$ cat src/pkg/pef_pkg.sv
// Register map, field positions, reset values and timing for the event flag block
package pef_pkg;
   // Register byte addresses
   localparam logic [7:0] ADDR_INT_TOP  = 8'h00;
   localparam logic [7:0] ADDR_INT_BUCK = 8'h04;
   localparam logic [7:0] ADDR_INT_LIN  = 8'h08;
   localparam logic [7:0] ADDR_MSK_TOP  = 8'h0c;
   localparam logic [7:0] ADDR_MSK_BUCK = 8'h10;
   localparam logic [7:0] ADDR_MSK_LIN  = 8'h14;
   localparam logic [7:0] ADDR_STAT     = 8'h18;
   localparam logic [7:0] ADDR_CTRL     = 8'h1c;
   // Top flag and top mask bit positions
   localparam int TOP_HOT     = 0;
   localparam int TOP_TRIP    = 1;
   localparam int TOP_OVP     = 2;
   localparam int TOP_OKDROP  = 3;
   localparam int TOP_SYNC    = 4;
   localparam int TOP_MEAS    = 5;
   localparam int TOP_RST     = 6;
   localparam int TOP_BUCKSUM = 7;
   localparam int TOP_LINSUM  = 8;
   localparam logic [6:0] TOP_MASK_WR = 7'h39;
   // Per-group flag and mask layout: two regulators per field
   localparam int GRP_CL   = 0;
   localparam int GRP_SC   = 2;
   localparam int GRP_PG   = 4;
   localparam int GRP_RISE = 2;
   localparam int GRP_FALL = 4;
   // Control register bits
   localparam int CTRL_SWRST  = 0;
   localparam int CTRL_POL    = 1;
   localparam int CTRL_DET    = 2;
   localparam int CTRL_BUCKEN = 4;
   localparam int CTRL_LINEN  = 6;
   localparam int CTRL_GPA    = 8;
   localparam int CTRL_GPB    = 9;
   // Status register bits
   localparam int ST_HOT    = 0;
   localparam int ST_TRIP   = 1;
   localparam int ST_OVP    = 2;
   localparam int ST_OK     = 3;
   localparam int ST_SYNC   = 4;
   localparam int ST_BUCKCL = 5;
   localparam int ST_LINCL  = 7;
   localparam int ST_BUCKPG = 9;
   localparam int ST_LINPG  = 11;
   // Reset values
   localparam logic [6:0]  TOP_MASK_RST = 7'h00;
   localparam logic [5:0]  GRP_MASK_RST = 6'h00;
   localparam logic [31:0] CTRL_RST     = 32'h0000_0000;
   // Short-circuit check time and debounce
   localparam int CLK_PERIOD_NS = 100;
   localparam int SC_TIME_MS    = 1;
   localparam int SC_CYCLES     = SC_TIME_MS * 1000000 / CLK_PERIOD_NS;
   // Bus slave states
   typedef enum logic [1:0] {
      BUS_IDLE   = 2'b01,
      BUS_ACCESS = 2'b10
   } pef_bus_e;
endpackage

$ cat src/rtl/pef_event_flags.sv
// Event flags, masks, status and protective responses behind an AHB-Lite slave
`timescale 1ns/1ps
module pef_event_flags import pef_pkg::*; #(
   parameter int SC_CNT    = SC_CYCLES,
   parameter int SC_W      = 16
) (
   // Clock and reset
   input  wire logic        hclk,
   input  wire logic        hresetn,
   // AHB-Lite slave
   input  wire logic        hsel,
   input  wire logic [31:0] haddr,
   input  wire logic [1:0]  htrans,
   input  wire logic        hwrite,
   input  wire logic [2:0]  hsize,
   input  wire logic [31:0] hwdata,
   input  wire logic        hready,
   output logic      [31:0] hrdata,
   output logic             hreadyout,
   output logic             hresp,
   // Regulator monitors, index 0 and 1
   input  wire logic [1:0]  buck_curlim_hit,
   input  wire logic [1:0]  lin_curlim_hit,
   input  wire logic [1:0]  buck_vout_low,
   input  wire logic [1:0]  lin_vout_low,
   input  wire logic [1:0]  buck_good_in,
   input  wire logic [1:0]  lin_good_in,
   // Device monitors
   input  wire logic        hot_warning_in,
   input  wire logic        thermal_trip_in,
   input  wire logic        input_overvolt_in,
   input  wire logic        supply_low_lockout,
   input  wire logic        supplies_ok_valid,
   input  wire logic        sync_clk_present,
   input  wire logic        load_meas_done,
   input  wire logic        otp_reset_mask,
   // Regulator and output controls
   output logic      [1:0]  buck_enable,
   output logic      [1:0]  lin_enable,
   output logic             gp_out_a,
   output logic             gp_out_b,
   output logic             supplies_ok_pin,
   // Open-drain interrupt pin
   input  wire logic        irq_out_n_i,
   output logic             irq_out_n_o,
   output logic             irq_out_n_oe
);

   typedef struct packed {
      pef_bus_e             st;
      logic [7:0]           addr;
      logic                 wr;
      logic                 hreadyout;
      logic [31:0]          hrdata;
      logic [6:0]           top_flag;
      logic [6:0]           top_mask;
      logic [1:0][5:0]      grp_flag;
      logic [1:0][5:0]      grp_mask;
      logic [1:0][1:0]      good_prev;
      logic                 ok_prev;
      logic                 sync_prev;
      logic                 pol;
      logic                 det_en;
      logic [1:0][1:0]      reg_en;
      logic                 gpa;
      logic                 gpb;
      logic [3:0]           sc_started;
      logic [3:0][SC_W-1:0] sc_cnt;
      logic                 por_pend;
      logic                 irq_oe;
      logic                 pin;
   } pef_state_s;

   pef_state_s      s_q;
   pef_state_s      s_d;
   pef_state_s      keep_s;
   logic            access;
   logic            swrst_wr;
   logic [6:0]      clr_top;
   logic [1:0][5:0] clr_grp;
   logic [1:0][1:0] cl_hit;
   logic [1:0][1:0] vlow;
   logic [1:0][1:0] good;
   logic [3:0]      trip;
   logic [31:0]     stat_w;
   logic            pend;
   logic            kill;

   // Next-state logic for bus, flags, protections and resets
   always_comb begin
      s_d      = s_q;
      keep_s   = s_q;
      access   = (s_q.st == BUS_ACCESS);
      swrst_wr = 1'b0;
      clr_top  = '0;
      clr_grp  = '0;
      trip     = '0;
      pend     = 1'b0;
      kill     = thermal_trip_in | input_overvolt_in;
      cl_hit   = {lin_curlim_hit, buck_curlim_hit};
      vlow     = {lin_vout_low, buck_vout_low};
      good     = {lin_good_in, buck_good_in};
      stat_w   = '0;
      stat_w[ST_HOT]  = hot_warning_in;
      stat_w[ST_TRIP] = thermal_trip_in;
      stat_w[ST_OVP]  = input_overvolt_in;
      stat_w[ST_OK]   = supplies_ok_valid;
      stat_w[ST_SYNC] = sync_clk_present;
      stat_w[ST_BUCKCL +: 2] = buck_curlim_hit;
      stat_w[ST_LINCL +: 2]  = lin_curlim_hit;
      stat_w[ST_BUCKPG +: 2] = buck_good_in;
      stat_w[ST_LINPG +: 2]  = lin_good_in;

      // Bus slave: one wait state so read data comes from a flop
      case (s_q.st)
         BUS_IDLE: begin
            s_d.hreadyout = 1'b1;
            if (hsel && htrans[1] && hready) begin
               s_d.st        = BUS_ACCESS;
               s_d.addr      = haddr[7:0];
               s_d.wr        = hwrite;
               s_d.hreadyout = 1'b0;
            end
         end
         BUS_ACCESS: begin
            s_d.st        = BUS_IDLE;
            s_d.hreadyout = 1'b1;
            s_d.hrdata    = '0;
         end
         default: begin
            s_d.st        = BUS_IDLE;
            s_d.hreadyout = 1'b1;
         end
      endcase

      // Read mux; unmapped addresses read zero
      if (access && !s_q.wr) begin
         if (s_q.addr == ADDR_INT_TOP) begin
            s_d.hrdata[6:0]         = s_q.top_flag;
            s_d.hrdata[TOP_BUCKSUM] = |s_q.grp_flag[0];
            s_d.hrdata[TOP_LINSUM]  = |s_q.grp_flag[1];
         end else if (s_q.addr == ADDR_INT_BUCK) begin
            s_d.hrdata[5:0] = s_q.grp_flag[0];
         end else if (s_q.addr == ADDR_INT_LIN) begin
            s_d.hrdata[5:0] = s_q.grp_flag[1];
         end else if (s_q.addr == ADDR_MSK_TOP) begin
            s_d.hrdata[6:0] = s_q.top_mask;
         end else if (s_q.addr == ADDR_MSK_BUCK) begin
            s_d.hrdata[5:0] = s_q.grp_mask[0];
         end else if (s_q.addr == ADDR_MSK_LIN) begin
            s_d.hrdata[5:0] = s_q.grp_mask[1];
         end else if (s_q.addr == ADDR_STAT) begin
            s_d.hrdata = stat_w;
         end else if (s_q.addr == ADDR_CTRL) begin
            // Soft reset bit always reads back zero
            s_d.hrdata[CTRL_POL]             = s_q.pol;
            s_d.hrdata[CTRL_DET]             = s_q.det_en;
            s_d.hrdata[CTRL_BUCKEN +: 2]     = s_q.reg_en[0];
            s_d.hrdata[CTRL_LINEN +: 2]      = s_q.reg_en[1];
            s_d.hrdata[CTRL_GPA]             = s_q.gpa;
            s_d.hrdata[CTRL_GPB]             = s_q.gpb;
         end
      end

      // Write decode; the trip, overvoltage and reset-flag mask bits are not writable
      if (access && s_q.wr) begin
         if (s_q.addr == ADDR_INT_TOP) begin
            clr_top = hwdata[6:0];
         end else if (s_q.addr == ADDR_INT_BUCK) begin
            clr_grp[0] = hwdata[5:0];
         end else if (s_q.addr == ADDR_INT_LIN) begin
            clr_grp[1] = hwdata[5:0];
         end else if (s_q.addr == ADDR_MSK_TOP) begin
            s_d.top_mask = (hwdata[6:0] & TOP_MASK_WR) | (s_q.top_mask & ~TOP_MASK_WR);
         end else if (s_q.addr == ADDR_MSK_BUCK) begin
            s_d.grp_mask[0] = hwdata[5:0];
         end else if (s_q.addr == ADDR_MSK_LIN) begin
            s_d.grp_mask[1] = hwdata[5:0];
         end else if (s_q.addr == ADDR_CTRL) begin
            swrst_wr      = hwdata[CTRL_SWRST];
            s_d.pol       = hwdata[CTRL_POL];
            s_d.det_en    = hwdata[CTRL_DET];
            s_d.reg_en[0] = hwdata[CTRL_BUCKEN +: 2];
            s_d.reg_en[1] = hwdata[CTRL_LINEN +: 2];
            s_d.gpa       = hwdata[CTRL_GPA];
            s_d.gpb       = hwdata[CTRL_GPB];
         end
      end

      // Short-circuit timers: startup check, then low-output debounce
      for (int k = 0; k < 4; k++) begin
         if (!s_q.reg_en[k/2][k%2]) begin
            s_d.sc_cnt[k]     = '0;
            s_d.sc_started[k] = 1'b0;
         end else if (!s_q.sc_started[k] || vlow[k/2][k%2]) begin
            if (s_q.sc_cnt[k] == SC_W'(SC_CNT - 1)) begin
               s_d.sc_cnt[k]     = '0;
               s_d.sc_started[k] = 1'b1;
               trip[k]           = vlow[k/2][k%2];
            end else begin
               s_d.sc_cnt[k] = s_q.sc_cnt[k] + SC_W'(1);
            end
         end else begin
            s_d.sc_cnt[k] = '0;
         end
      end

      // Per-regulator flags; set wins over a same-cycle clear
      for (int g = 0; g < 2; g++) begin
         for (int i = 0; i < 2; i++) begin
            s_d.grp_flag[g][GRP_CL+i] = (s_q.grp_flag[g][GRP_CL+i]
               & ~(clr_grp[g][GRP_CL+i] & ~cl_hit[g][i]))
               | (cl_hit[g][i] & ~s_q.grp_mask[g][GRP_CL+i]);
            s_d.grp_flag[g][GRP_SC+i] = (s_q.grp_flag[g][GRP_SC+i]
               & ~clr_grp[g][GRP_SC+i]) | trip[g*2+i];
            if (trip[g*2+i]) begin
               s_d.reg_en[g][i] = 1'b0;
            end
            s_d.grp_flag[g][GRP_PG+i] = (s_q.grp_flag[g][GRP_PG+i]
               & ~clr_grp[g][GRP_PG+i])
               | (good[g][i] & ~s_q.good_prev[g][i] & ~s_q.grp_mask[g][GRP_RISE+i])
               | (~good[g][i] & s_q.good_prev[g][i]
                  & ~s_q.grp_mask[g][GRP_FALL+i]);
            s_d.good_prev[g][i] = good[g][i];
         end
      end

      // Device-level flags; hot, trip and overvoltage clears refused while the cause stays
      s_d.top_flag[TOP_HOT] = (s_q.top_flag[TOP_HOT] & ~(clr_top[TOP_HOT] & ~hot_warning_in))
         | (hot_warning_in & ~s_q.top_mask[TOP_HOT]);
      s_d.top_flag[TOP_TRIP] = (s_q.top_flag[TOP_TRIP]
         & ~(clr_top[TOP_TRIP] & ~thermal_trip_in)) | thermal_trip_in;
      s_d.top_flag[TOP_OVP] = (s_q.top_flag[TOP_OVP]
         & ~(clr_top[TOP_OVP] & ~input_overvolt_in)) | input_overvolt_in;
      s_d.top_flag[TOP_OKDROP] = (s_q.top_flag[TOP_OKDROP] & ~clr_top[TOP_OKDROP])
         | (s_q.ok_prev & ~supplies_ok_valid & ~s_q.top_mask[TOP_OKDROP]);
      s_d.top_flag[TOP_SYNC] = (s_q.top_flag[TOP_SYNC] & ~clr_top[TOP_SYNC])
         | (((s_q.sync_prev ^ sync_clk_present)
         | (s_q.det_en & ~sync_clk_present)) & ~s_q.top_mask[TOP_SYNC]);
      s_d.top_flag[TOP_MEAS] = (s_q.top_flag[TOP_MEAS] & ~clr_top[TOP_MEAS])
         | (load_meas_done & ~s_q.top_mask[TOP_MEAS]);
      s_d.top_flag[TOP_RST] = s_q.top_flag[TOP_RST] & ~clr_top[TOP_RST];
      s_d.ok_prev   = supplies_ok_valid;
      s_d.sync_prev = sync_clk_present;

      // Faults override software enables at once
      if (kill) begin
         s_d.reg_en = '0;
         s_d.gpa    = 1'b0;
         s_d.gpb    = 1'b0;
      end

      // Start-up after reset: reset mask from one-time memory
      if (s_q.por_pend) begin
         s_d.por_pend          = 1'b0;
         s_d.top_mask[TOP_RST] = otp_reset_mask;
         s_d.top_flag[TOP_RST] = ~otp_reset_mask;
      end

      // Keep the bus fields computed this cycle, not the registered ones.
      // Otherwise the reset write would replay and stall the bus.
      keep_s = s_d;
      // Lockout or soft reset: defaults everywhere except the bus slave
      if (supply_low_lockout || swrst_wr) begin
         s_d           = '0;
         s_d.top_mask  = TOP_MASK_RST;
         s_d.grp_mask  = {GRP_MASK_RST, GRP_MASK_RST};
         s_d.pol       = CTRL_RST[CTRL_POL];
         s_d.st        = keep_s.st;
         s_d.addr      = keep_s.addr;
         s_d.wr        = keep_s.wr;
         s_d.hreadyout = keep_s.hreadyout;
         s_d.hrdata    = keep_s.hrdata;
         s_d.por_pend  = 1'b1;
      end
      if (!s_d.st[0] && !s_d.st[1]) begin
         s_d.st = BUS_IDLE;
      end

      // Interrupt pin and supplies-ok pin from the next state
      pend = (|(s_d.top_flag & ~s_d.top_mask));
      for (int g = 0; g < 2; g++) begin
         pend = pend | (|(s_d.grp_flag[g][GRP_CL +: 2] & ~s_d.grp_mask[g][GRP_CL +: 2]))
            | (|s_d.grp_flag[g][GRP_SC +: 2]) | (|s_d.grp_flag[g][GRP_PG +: 2]);
      end
      s_d.irq_oe = pend;
      s_d.pin    = supplies_ok_valid ^ s_d.pol;
   end

   // State register; the strap is sampled after release, never under reset
   always_ff @(posedge hclk or negedge hresetn) begin
      if (!hresetn) begin
         s_q           <= '0;
         s_q.st        <= BUS_IDLE;
         s_q.hreadyout <= 1'b1;
         s_q.por_pend  <= 1'b1;
      end else begin
         s_q <= s_d;
      end
   end

   // Outputs straight from the state register; hresp and irq_out_n_o are tied low
   assign hrdata       = s_q.hrdata;
   assign hreadyout    = s_q.hreadyout;
   assign hresp        = 1'b0;
   assign buck_enable  = s_q.reg_en[0];
   assign lin_enable   = s_q.reg_en[1];
   assign gp_out_a     = s_q.gpa;
   assign gp_out_b     = s_q.gpb;
   assign supplies_ok_pin = s_q.pin;
   assign irq_out_n_o  = 1'b0;  // Open drain only ever pulls low
   assign irq_out_n_oe = s_q.irq_oe;
endmodule // pef_event_flags

$ cat config.mk
export PLATFORM = sky130hd
export DESIGN_NAME = pef_event_flags
export DESIGN_NICKNAME = d
export VERILOG_FILES = /design/src/pkg/pef_pkg.sv /design/src/rtl/pef_event_flags.sv
export SDC_FILE = /design/constraint.sdc
export NUM_CORES = 1
export LEC_CHECK = 0
export BUFFER_PORTS_ARGS = -buffer_cell sky130_fd_sc_hd__buf_2
export CAP_MARGIN = 10
export CORE_ASPECT_RATIO = 0.9
export CORE_UTILIZATION = 63
export CTS_BUF_LIST = sky130_fd_sc_hd__clkbuf_2
export DETAILED_ROUTE_END_ITERATION = 8
export PLACE_DENSITY = 0.88
export SYNTH_ARGS = -nofsm -noshare
export SYNTH_HDL_FRONTEND = slang
export SYNTH_SLANG_ARGS = --single-unit
$ cat constraint.sdc
create_clock -name hclk -period 5.9 [get_ports hclk]
set_input_delay 1.18 -clock hclk [delete_from_list [all_inputs] [get_ports hclk]]
set_output_delay 1.18 -clock hclk [all_outputs]
set_load 0.02 [all_outputs]
==> results.md, run 1 <==
* Setup TNS at 0 ps
* Synthesized instance count at 834
* Power consumption at 2.195 mW
* Startpoint Class: flip-flop
* Worst reg2reg startpoint: s_q[160]
* Worst-Margin Slew at 846.4 ps
* Cts hold-fix bufs at 0
* Peak supply drop at 0.2457 mV
* Synthesis-stage register bit count at 167
* Die Y at 110.8 um
* Setup-failing EPs final at 0
* Routed Wire Length at 18,570 um
* Placer congestion estimate at 0.9306
* Root buf cell: clkbuf_2
* Overflow after GRT at 0
* Reg-to-Reg End: irq_out_n_oe
* Sequential area share after synthesis at 0.5051
* Worst skew pair latency at 760 ps
* Final hold vios at 0
* Max_slew headroom at 0.4357
* DRT Pass-1 Iters at 5
* Fin cells at 1,055
* Critical Path RT at 6520 ps
* Post-synth EDFFs at 0
* Clock sinks at 167
* Reg2reg path depth at 6
* Setup Fix Bufs, Post-CTS at 0
* CTS tree: done
* Antenna Cells at 0
* P&R area growth vs syn at 6.119%
* Routed len/inst at 17.60 um
* Arr. time, crit path at a little under 4000 ps
* Most numerous cell in the Yosys netlist: dfrtp_1
* Layout cell share with drive strength beyond 1 at 0.1706
* Input/output buffers at 84
* H-tree depth reported by CTS at 4
* Number of max-cap violations at 0
* Initial core utilization at 0.6503
* Vias/cell at between 6 and 7
* Iteration-0 DRC count of the detailed router at 681
* Post-DRT Antenna Nets at 0
* Status: finished clean
* Share of the synthesized area in the top cell type at 0.4955
* Core Rows at 39
* Crit share post-route at 0.5669
* PwrDens at 249.7 nW/um^2
* Die area at 13,610 sq um
* Dominant synthesized flop cell: dfrtp_1
* GRT Resource Usage Total at 0.2927
* Asr flop ratio synth at 1.000
* CTS resizes at 0
* Die Span X at 122.9 um
* CP Capture Type: flip-flop
* Total CTS buffers at 17
* Yosys warns at 0
* CTS max path bufs at 2
* Min-Delay Path Class: input port to async pin
* Core ar. at 12,740 sq um
* Crit-path max FO at 38
* Final number of max-transition violations at 0
* Final min period at 3344 ps
* Synth area leader: dfrtp_1
* Synthesized cell area at 8282 sq um
* Max Freq at around 300 MHz
* Initial antenna violation count at 0
* Number of global-route vias before repair at 6,003
* Io pins at roughly 140
* Post-place setup slack at 2204 ps
* End-of-flow core utilization at 0.6900
* DP HPWL at 13,000 um
* Ranking of synthesized cells by area: dfrtp_1, nor2_1, buf_4, nand2_1, mux2i_1
* Largest net degree at the start of global routing at 70
* Remaining DRCs at 0
* Post-Place Cells at between 1k and 1.5k
* RSZ-0062 raised after global routing: false
* WS Path Type: flip-flop to flip-flop
* First-pass GRT wire length at between 30,000 and 40,000 um
* Total number of vias at between 6k and 7k
* Final setup skew at 26.18 ps
* Yosys cell types at 66
* Static Leak at 4.166 nW
* Final nets at 977
* R2R Setup Slk at about 2600 ps
* Avg Inst Size Synth at just under 10 sq um
* Post-synth top cells: dfrtp_1, nor2_1, nand2_1
* Clock-pin slew of the registers on the worst-case setup and hold paths at between 200 and 250 ps
* Final worst setup slack at 2556 ps
## power breakdown
part           internal (mW)  switching, mW  total (mW)
registers               1.19         0.0531        1.24
clock network          0.238          0.406       0.645
logic                  0.110          0.200       0.309
total                   1.54          0.659        2.19
## kinds of logic after synthesis
group,after synthesis,share of synthesized area
AO/OA/AOI/OAI,114,0.08989
adder cells (fa/ha/maj),4,0.006043
flip-flops,167,0.5051
buffers and inverters,97,0.06693
XOR/XNOR,56,0.05922
AND/OR/NAND/NOR,362,0.2272
multiplexers,33,0.04517
other,1,0.0004528
## worst max-delay path, stage by stage, from the launching register on
cell and delay (ps):
dfrtp_1 940, and3b_1 360, a41oi_4 410, inv_2 690, a21oi_1 160, nor4_1 480, nand4_1 170
## metal layers
layer  track usage  vias up  share of wire
met5             0        -              0
met4        0.1057        0          0.023
met3       0.08539       46          0.098
met2        0.4341      300           0.46
met1        0.4078     3075           0.42
li1              -     2924              -
## per-stage QoR
step                      hold slack (ps)  area [sq um]
after floorplan                     423.9          8285
after global placement              440.4          8528
after detailed placement            449.7          8528
after CTS                           259.6          8788
after global routing                228.3          8788
final                               299.7          8788
## area by class of cell
| class | instances | area, sq um |
|---|---|---|
| clock buffers | 17 | 85.08 |
| well taps | 164 | 205.2 |
| inverters | 30 | 112.6 |
| repair buffers | 91 | 479.2 |
| flip-flops and latches | 167 | 4183 |
| fillers | 986 | 3948 |
| multi-input cells | 571 | 3548 |
| clock inverters | 15 | 175.2 |
## registers in the layout (all words and copies together), names as in the netlist
register         count
buck_enable          2
gp_out_a             1
gp_out_b             1
hrdata              32
hreadyout            1
irq_out_n_oe         1
lin_enable           2
s_q                126
supplies_ok_pin      1
## worst max-delay path by stage
stage | startpoint | depth (start not counted) | slack (ps) | to
floorplan | hwdata[0] | 7 | 3490 | irq_out_n_oe
global placement | hwdata[0] | 7 | 2330 | irq_out_n_oe
detailed placement | hwdata[0] | 6 | 2200 | lin_enable[1]
CTS | s_q[160] | 6 | 2670 | irq_out_n_oe
global route | s_q[160] | 6 | 2430 | irq_out_n_oe
finish | s_q[160] | 6 | 2560 | irq_out_n_oe
## cell usage in the layout, fill, tap and decap left out, types with 4 or more instances in the layout
cell type,instances
a211oi_1,9
a21o_1,4
a21oi_1,37
a22o_1,8
and2_1,34
and3_1,23
and4_1,4
buf_2,83
buf_4,7
clkbuf_2,17
dfrtp_1,164
ha_1,4
inv_1,29
inv_6,4
mux2_2,5
mux2i_1,25
nand2_1,70
nand2b_1,5
nand3_1,28
nand4_1,19
nor2_1,111
nor2b_1,8
nor3_1,18
nor3b_1,7
o211a_1,4
o21ai_0,31
or3_1,4
or4b_2,4
xnor2_1,28
xor2_1,28
(Power assumes the default switching activity.)
==> inputs of run 2 (changes only) <==
CORE_UTILIZATION = 53   (was 63)
PLACE_DENSITY = 0.79   (was 0.88)
clock period = 2.7 ns   (was 5.9 ns; I/O delays follow)
==> run 2 against run 1 <==
Critical path type unchanged. Final cell count is 6.4% higher. Clock skew is 4.5 ps higher. Non-clock buffer count is 34 higher.
==> results.md, run 2 (synthesized netlist as in run 1, its figures left out) <==
* Final number of max-transition violations at 0 (unchanged)
* Layout fillers at 1,272 (was 986)
* Die Span X at 133.8 um (was 122.9 um)
* Setup TNS at 0 ps (unchanged)
* Core Rows at 42 (was 39)
* Max Freq at 411.9 MHz (was 299.0 MHz)
* Hold-critical path depth at 3
* Total CTS buffers at 17 (unchanged)
* Post-DRT Antenna Nets at 0 (unchanged)
* Arr. time, crit path at 3030 ps (was 3970 ps)
* Io pins at 138 (unchanged)
* R2R Setup Slk at 270 ps (was 2560 ps)
* CP Capture Type: flip-flop (unchanged)
* Reg2reg path depth at 6 (unchanged)
* Worst reg2reg startpoint: s_q[160] (unchanged)
* Crit share post-route at 0.8991 (was 0.5669)
* Design Area, Final at 9176 sq um (was 8788 sq um)
* Hold path endpoint: gp_out_a
* Placer congestion estimate at 0.9593 (was 0.9306)
* Number of max-cap violations at 0 (unchanged)
* Remaining DRCs at 0 (unchanged)
* Max_slew headroom at 0.5788 (was 0.4357)
* WS Path Type: flip-flop to flip-flop (unchanged)
* H-tree depth reported by CTS at 4 (unchanged)
* Crit-path max FO at 12 (was 38)
* Setup-failing EPs final at 0 (unchanged)
* Initial core utilization at 0.5530 (was 0.6503)
* Total number of vias at 6,374 (was 6,345)
* Number of global-route vias before repair at 6,081 (was 6,003)
* Worst skew pair latency at 740 ps (was 760 ps)
* Worst-Margin Slew at 630.0 ps (was 846.4 ps)
* First-pass GRT wire length at 31,420 um (was 30,390 um)
* Routed len/inst at 17.18 um (was 17.60 um)
* Iteration-0 DRC count of the detailed router at 644 (was 681)
* P&R area growth vs syn at 10.80% (was 6.119%)
* Hold_sp: hwdata[8]
* Die area at 16,130 sq um (was 13,610 sq um)
* Startpoint Class: flip-flop (unchanged)
* PwrDens at 526.4 nW/um^2 (was 249.7 nW/um^2)
* Reg-to-Reg End: irq_out_n_oe (unchanged)
* Core ar. at 14,980 sq um (was 12,740 sq um)
* Setup Fix Bufs, Post-CTS at 0 (unchanged)
* Min-Delay Path Class: input port to flip-flop (was input port to async pin)
* Most common cell after layout, fill and taps aside: dfrtp_1 (unchanged)
* Final min period at 2428 ps (was 3344 ps)
* Final hold vios at 0 (unchanged)
* DP HPWL at 13,830 um (was 13,000 um)
* Static Leak at 4.336 nW (was 4.166 nW)
* Die Y at 120.6 um (was 110.8 um)
* Initial antenna violation count at 1 (was 0)
* Peak supply drop at 0.3445 mV (was 0.2457 mV)
* Overflow after GRT at 0 (unchanged)
* Status: finished clean (unchanged)
* Critical Path RT at 3300 ps (was 6520 ps)
* Routed Wire Length at 19,290 um (was 18,570 um)
* Vias/cell at 5.676 (was 6.014)
* DRT Pass-1 Iters at 6 (was 5)
* Root buf cell: clkbuf_2 (unchanged)
* CTS tree: done (unchanged)
* Clock-pin slew of the registers on the worst-case setup and hold paths at 220 ps (about the same)
* CTS max path bufs at 2 (unchanged)
* Layout cell share with drive strength beyond 1 at 0.1805 (was 0.1706)
* Input/output buffers at 84 (unchanged)
* RSZ-0062 raised after global routing: false (unchanged)
* Final setup skew at 30.71 ps (was 26.18 ps)
* Clock sinks at 167 (unchanged)
* Most frequent cells in the layout: dfrtp_1, nor2_1, buf_2 (unchanged)
* Top reg by flops: s_q (unchanged)
* Antenna Cells at 0 (unchanged)
* Final nets at 1,011 (was 977)
* GRT Resource Usage Total at 0.2537 (was 0.2927)
* Max reg flops at 126 (unchanged)
* Largest net degree at the start of global routing at 61 (was 70)
* Placed cell area at 8741 sq um (was 8528 sq um)
run 2: cell types whose count changed in the layout (fill, tap and decap cells not counted):
cell           previous run  this run
nor4b_2                   1         2
nor4b_1                   3         2
inv_6                     4         0
clkinv_4                  1         4
clkbuf_2                 17        18
buf_12                    0         4
dlygate4sd3_1             0        18
buf_4                     7        19
clkinv_1                  1         3
clkinvlp_4                3         1
run 2: worst max-delay path by stage:
stage | startpoint | to | cells after the start
after floorplan | s_q[157] | hrdata[1] | 6
after global placement | s_q[160] | irq_out_n_oe | 6
after detailed placement | s_q[160] | irq_out_n_oe | 6
after CTS | s_q[160] | irq_out_n_oe | 6
after global routing | s_q[160] | irq_out_n_oe | 6
final | s_q[160] | irq_out_n_oe | 6
run 2: through the flow:
| step | setup WS [ps] | power (mW) | cells | hold slack [ps] | utilization |
|---|---|---|---|---|---|
| after floorplan | 548.0 | 3.206 | 835 | 244.4 | - |
| after global routing | 109.8 | 5.045 | 1123 | 3.019 | 0.6127 |
| after CTS | 172.1 | 4.852 | 1123 | 3.250 | 0.6123 |
| after global placement | 313.0 | 3.441 | 1073 | 439.6 | 0.5836 |
| final | 272.4 | 4.830 | 1123 | 67.75 | 0.6127 |
| after detailed placement | 195.2 | 3.455 | 1073 | 442.9 | 0.5836 |
run 2: repair_timing:
action / CTS / global route
hold buffers: 18 / 0
endpoints found under the hold margin: 72 / 0
resized for setup: 0 / 1
setup endpoints to repair: 0 / 1
run 2: cell type report:
class | count | area (sq um) | share of cell area
flip-flops and latches | 167 | 4183 | 0.4558
multi-input cells | 571 | 3555 | 0.3874
repair buffers | 125 | 829.5 | 0.09040
well taps | 198 | 247.7 | 0.02700
clock inverters | 14 | 158.9 | 0.01732
inverters | 30 | 112.6 | 0.01227
clock buffers | 18 | 90.09 | 0.009817
run 2: worst max-delay path, stage by stage (launching register included):
cell and delay (ps):
dfrtp_1 680, nor4b_2 420, nand3_1 300, o21ai_0 270, a21oi_1 110, nor4_1 380, nand4_1 160
run 2: layer usage:
metal  track usage  up-vias  part of all wire
met4       0.08736        2             0.021
met1        0.3604     3073              0.45
met2        0.3727      277              0.44
met5             0        -           0.00041
met3       0.07002       37             0.092
li1              -     2985                 -
run 2: report_power, final:
group          internal [mW]  leakage, nW  switching [mW]
clock                  0.512        0.150           0.867
sequential              2.59         2.25           0.103
combinational          0.293         1.94           0.461
total                   3.40         4.34            1.43
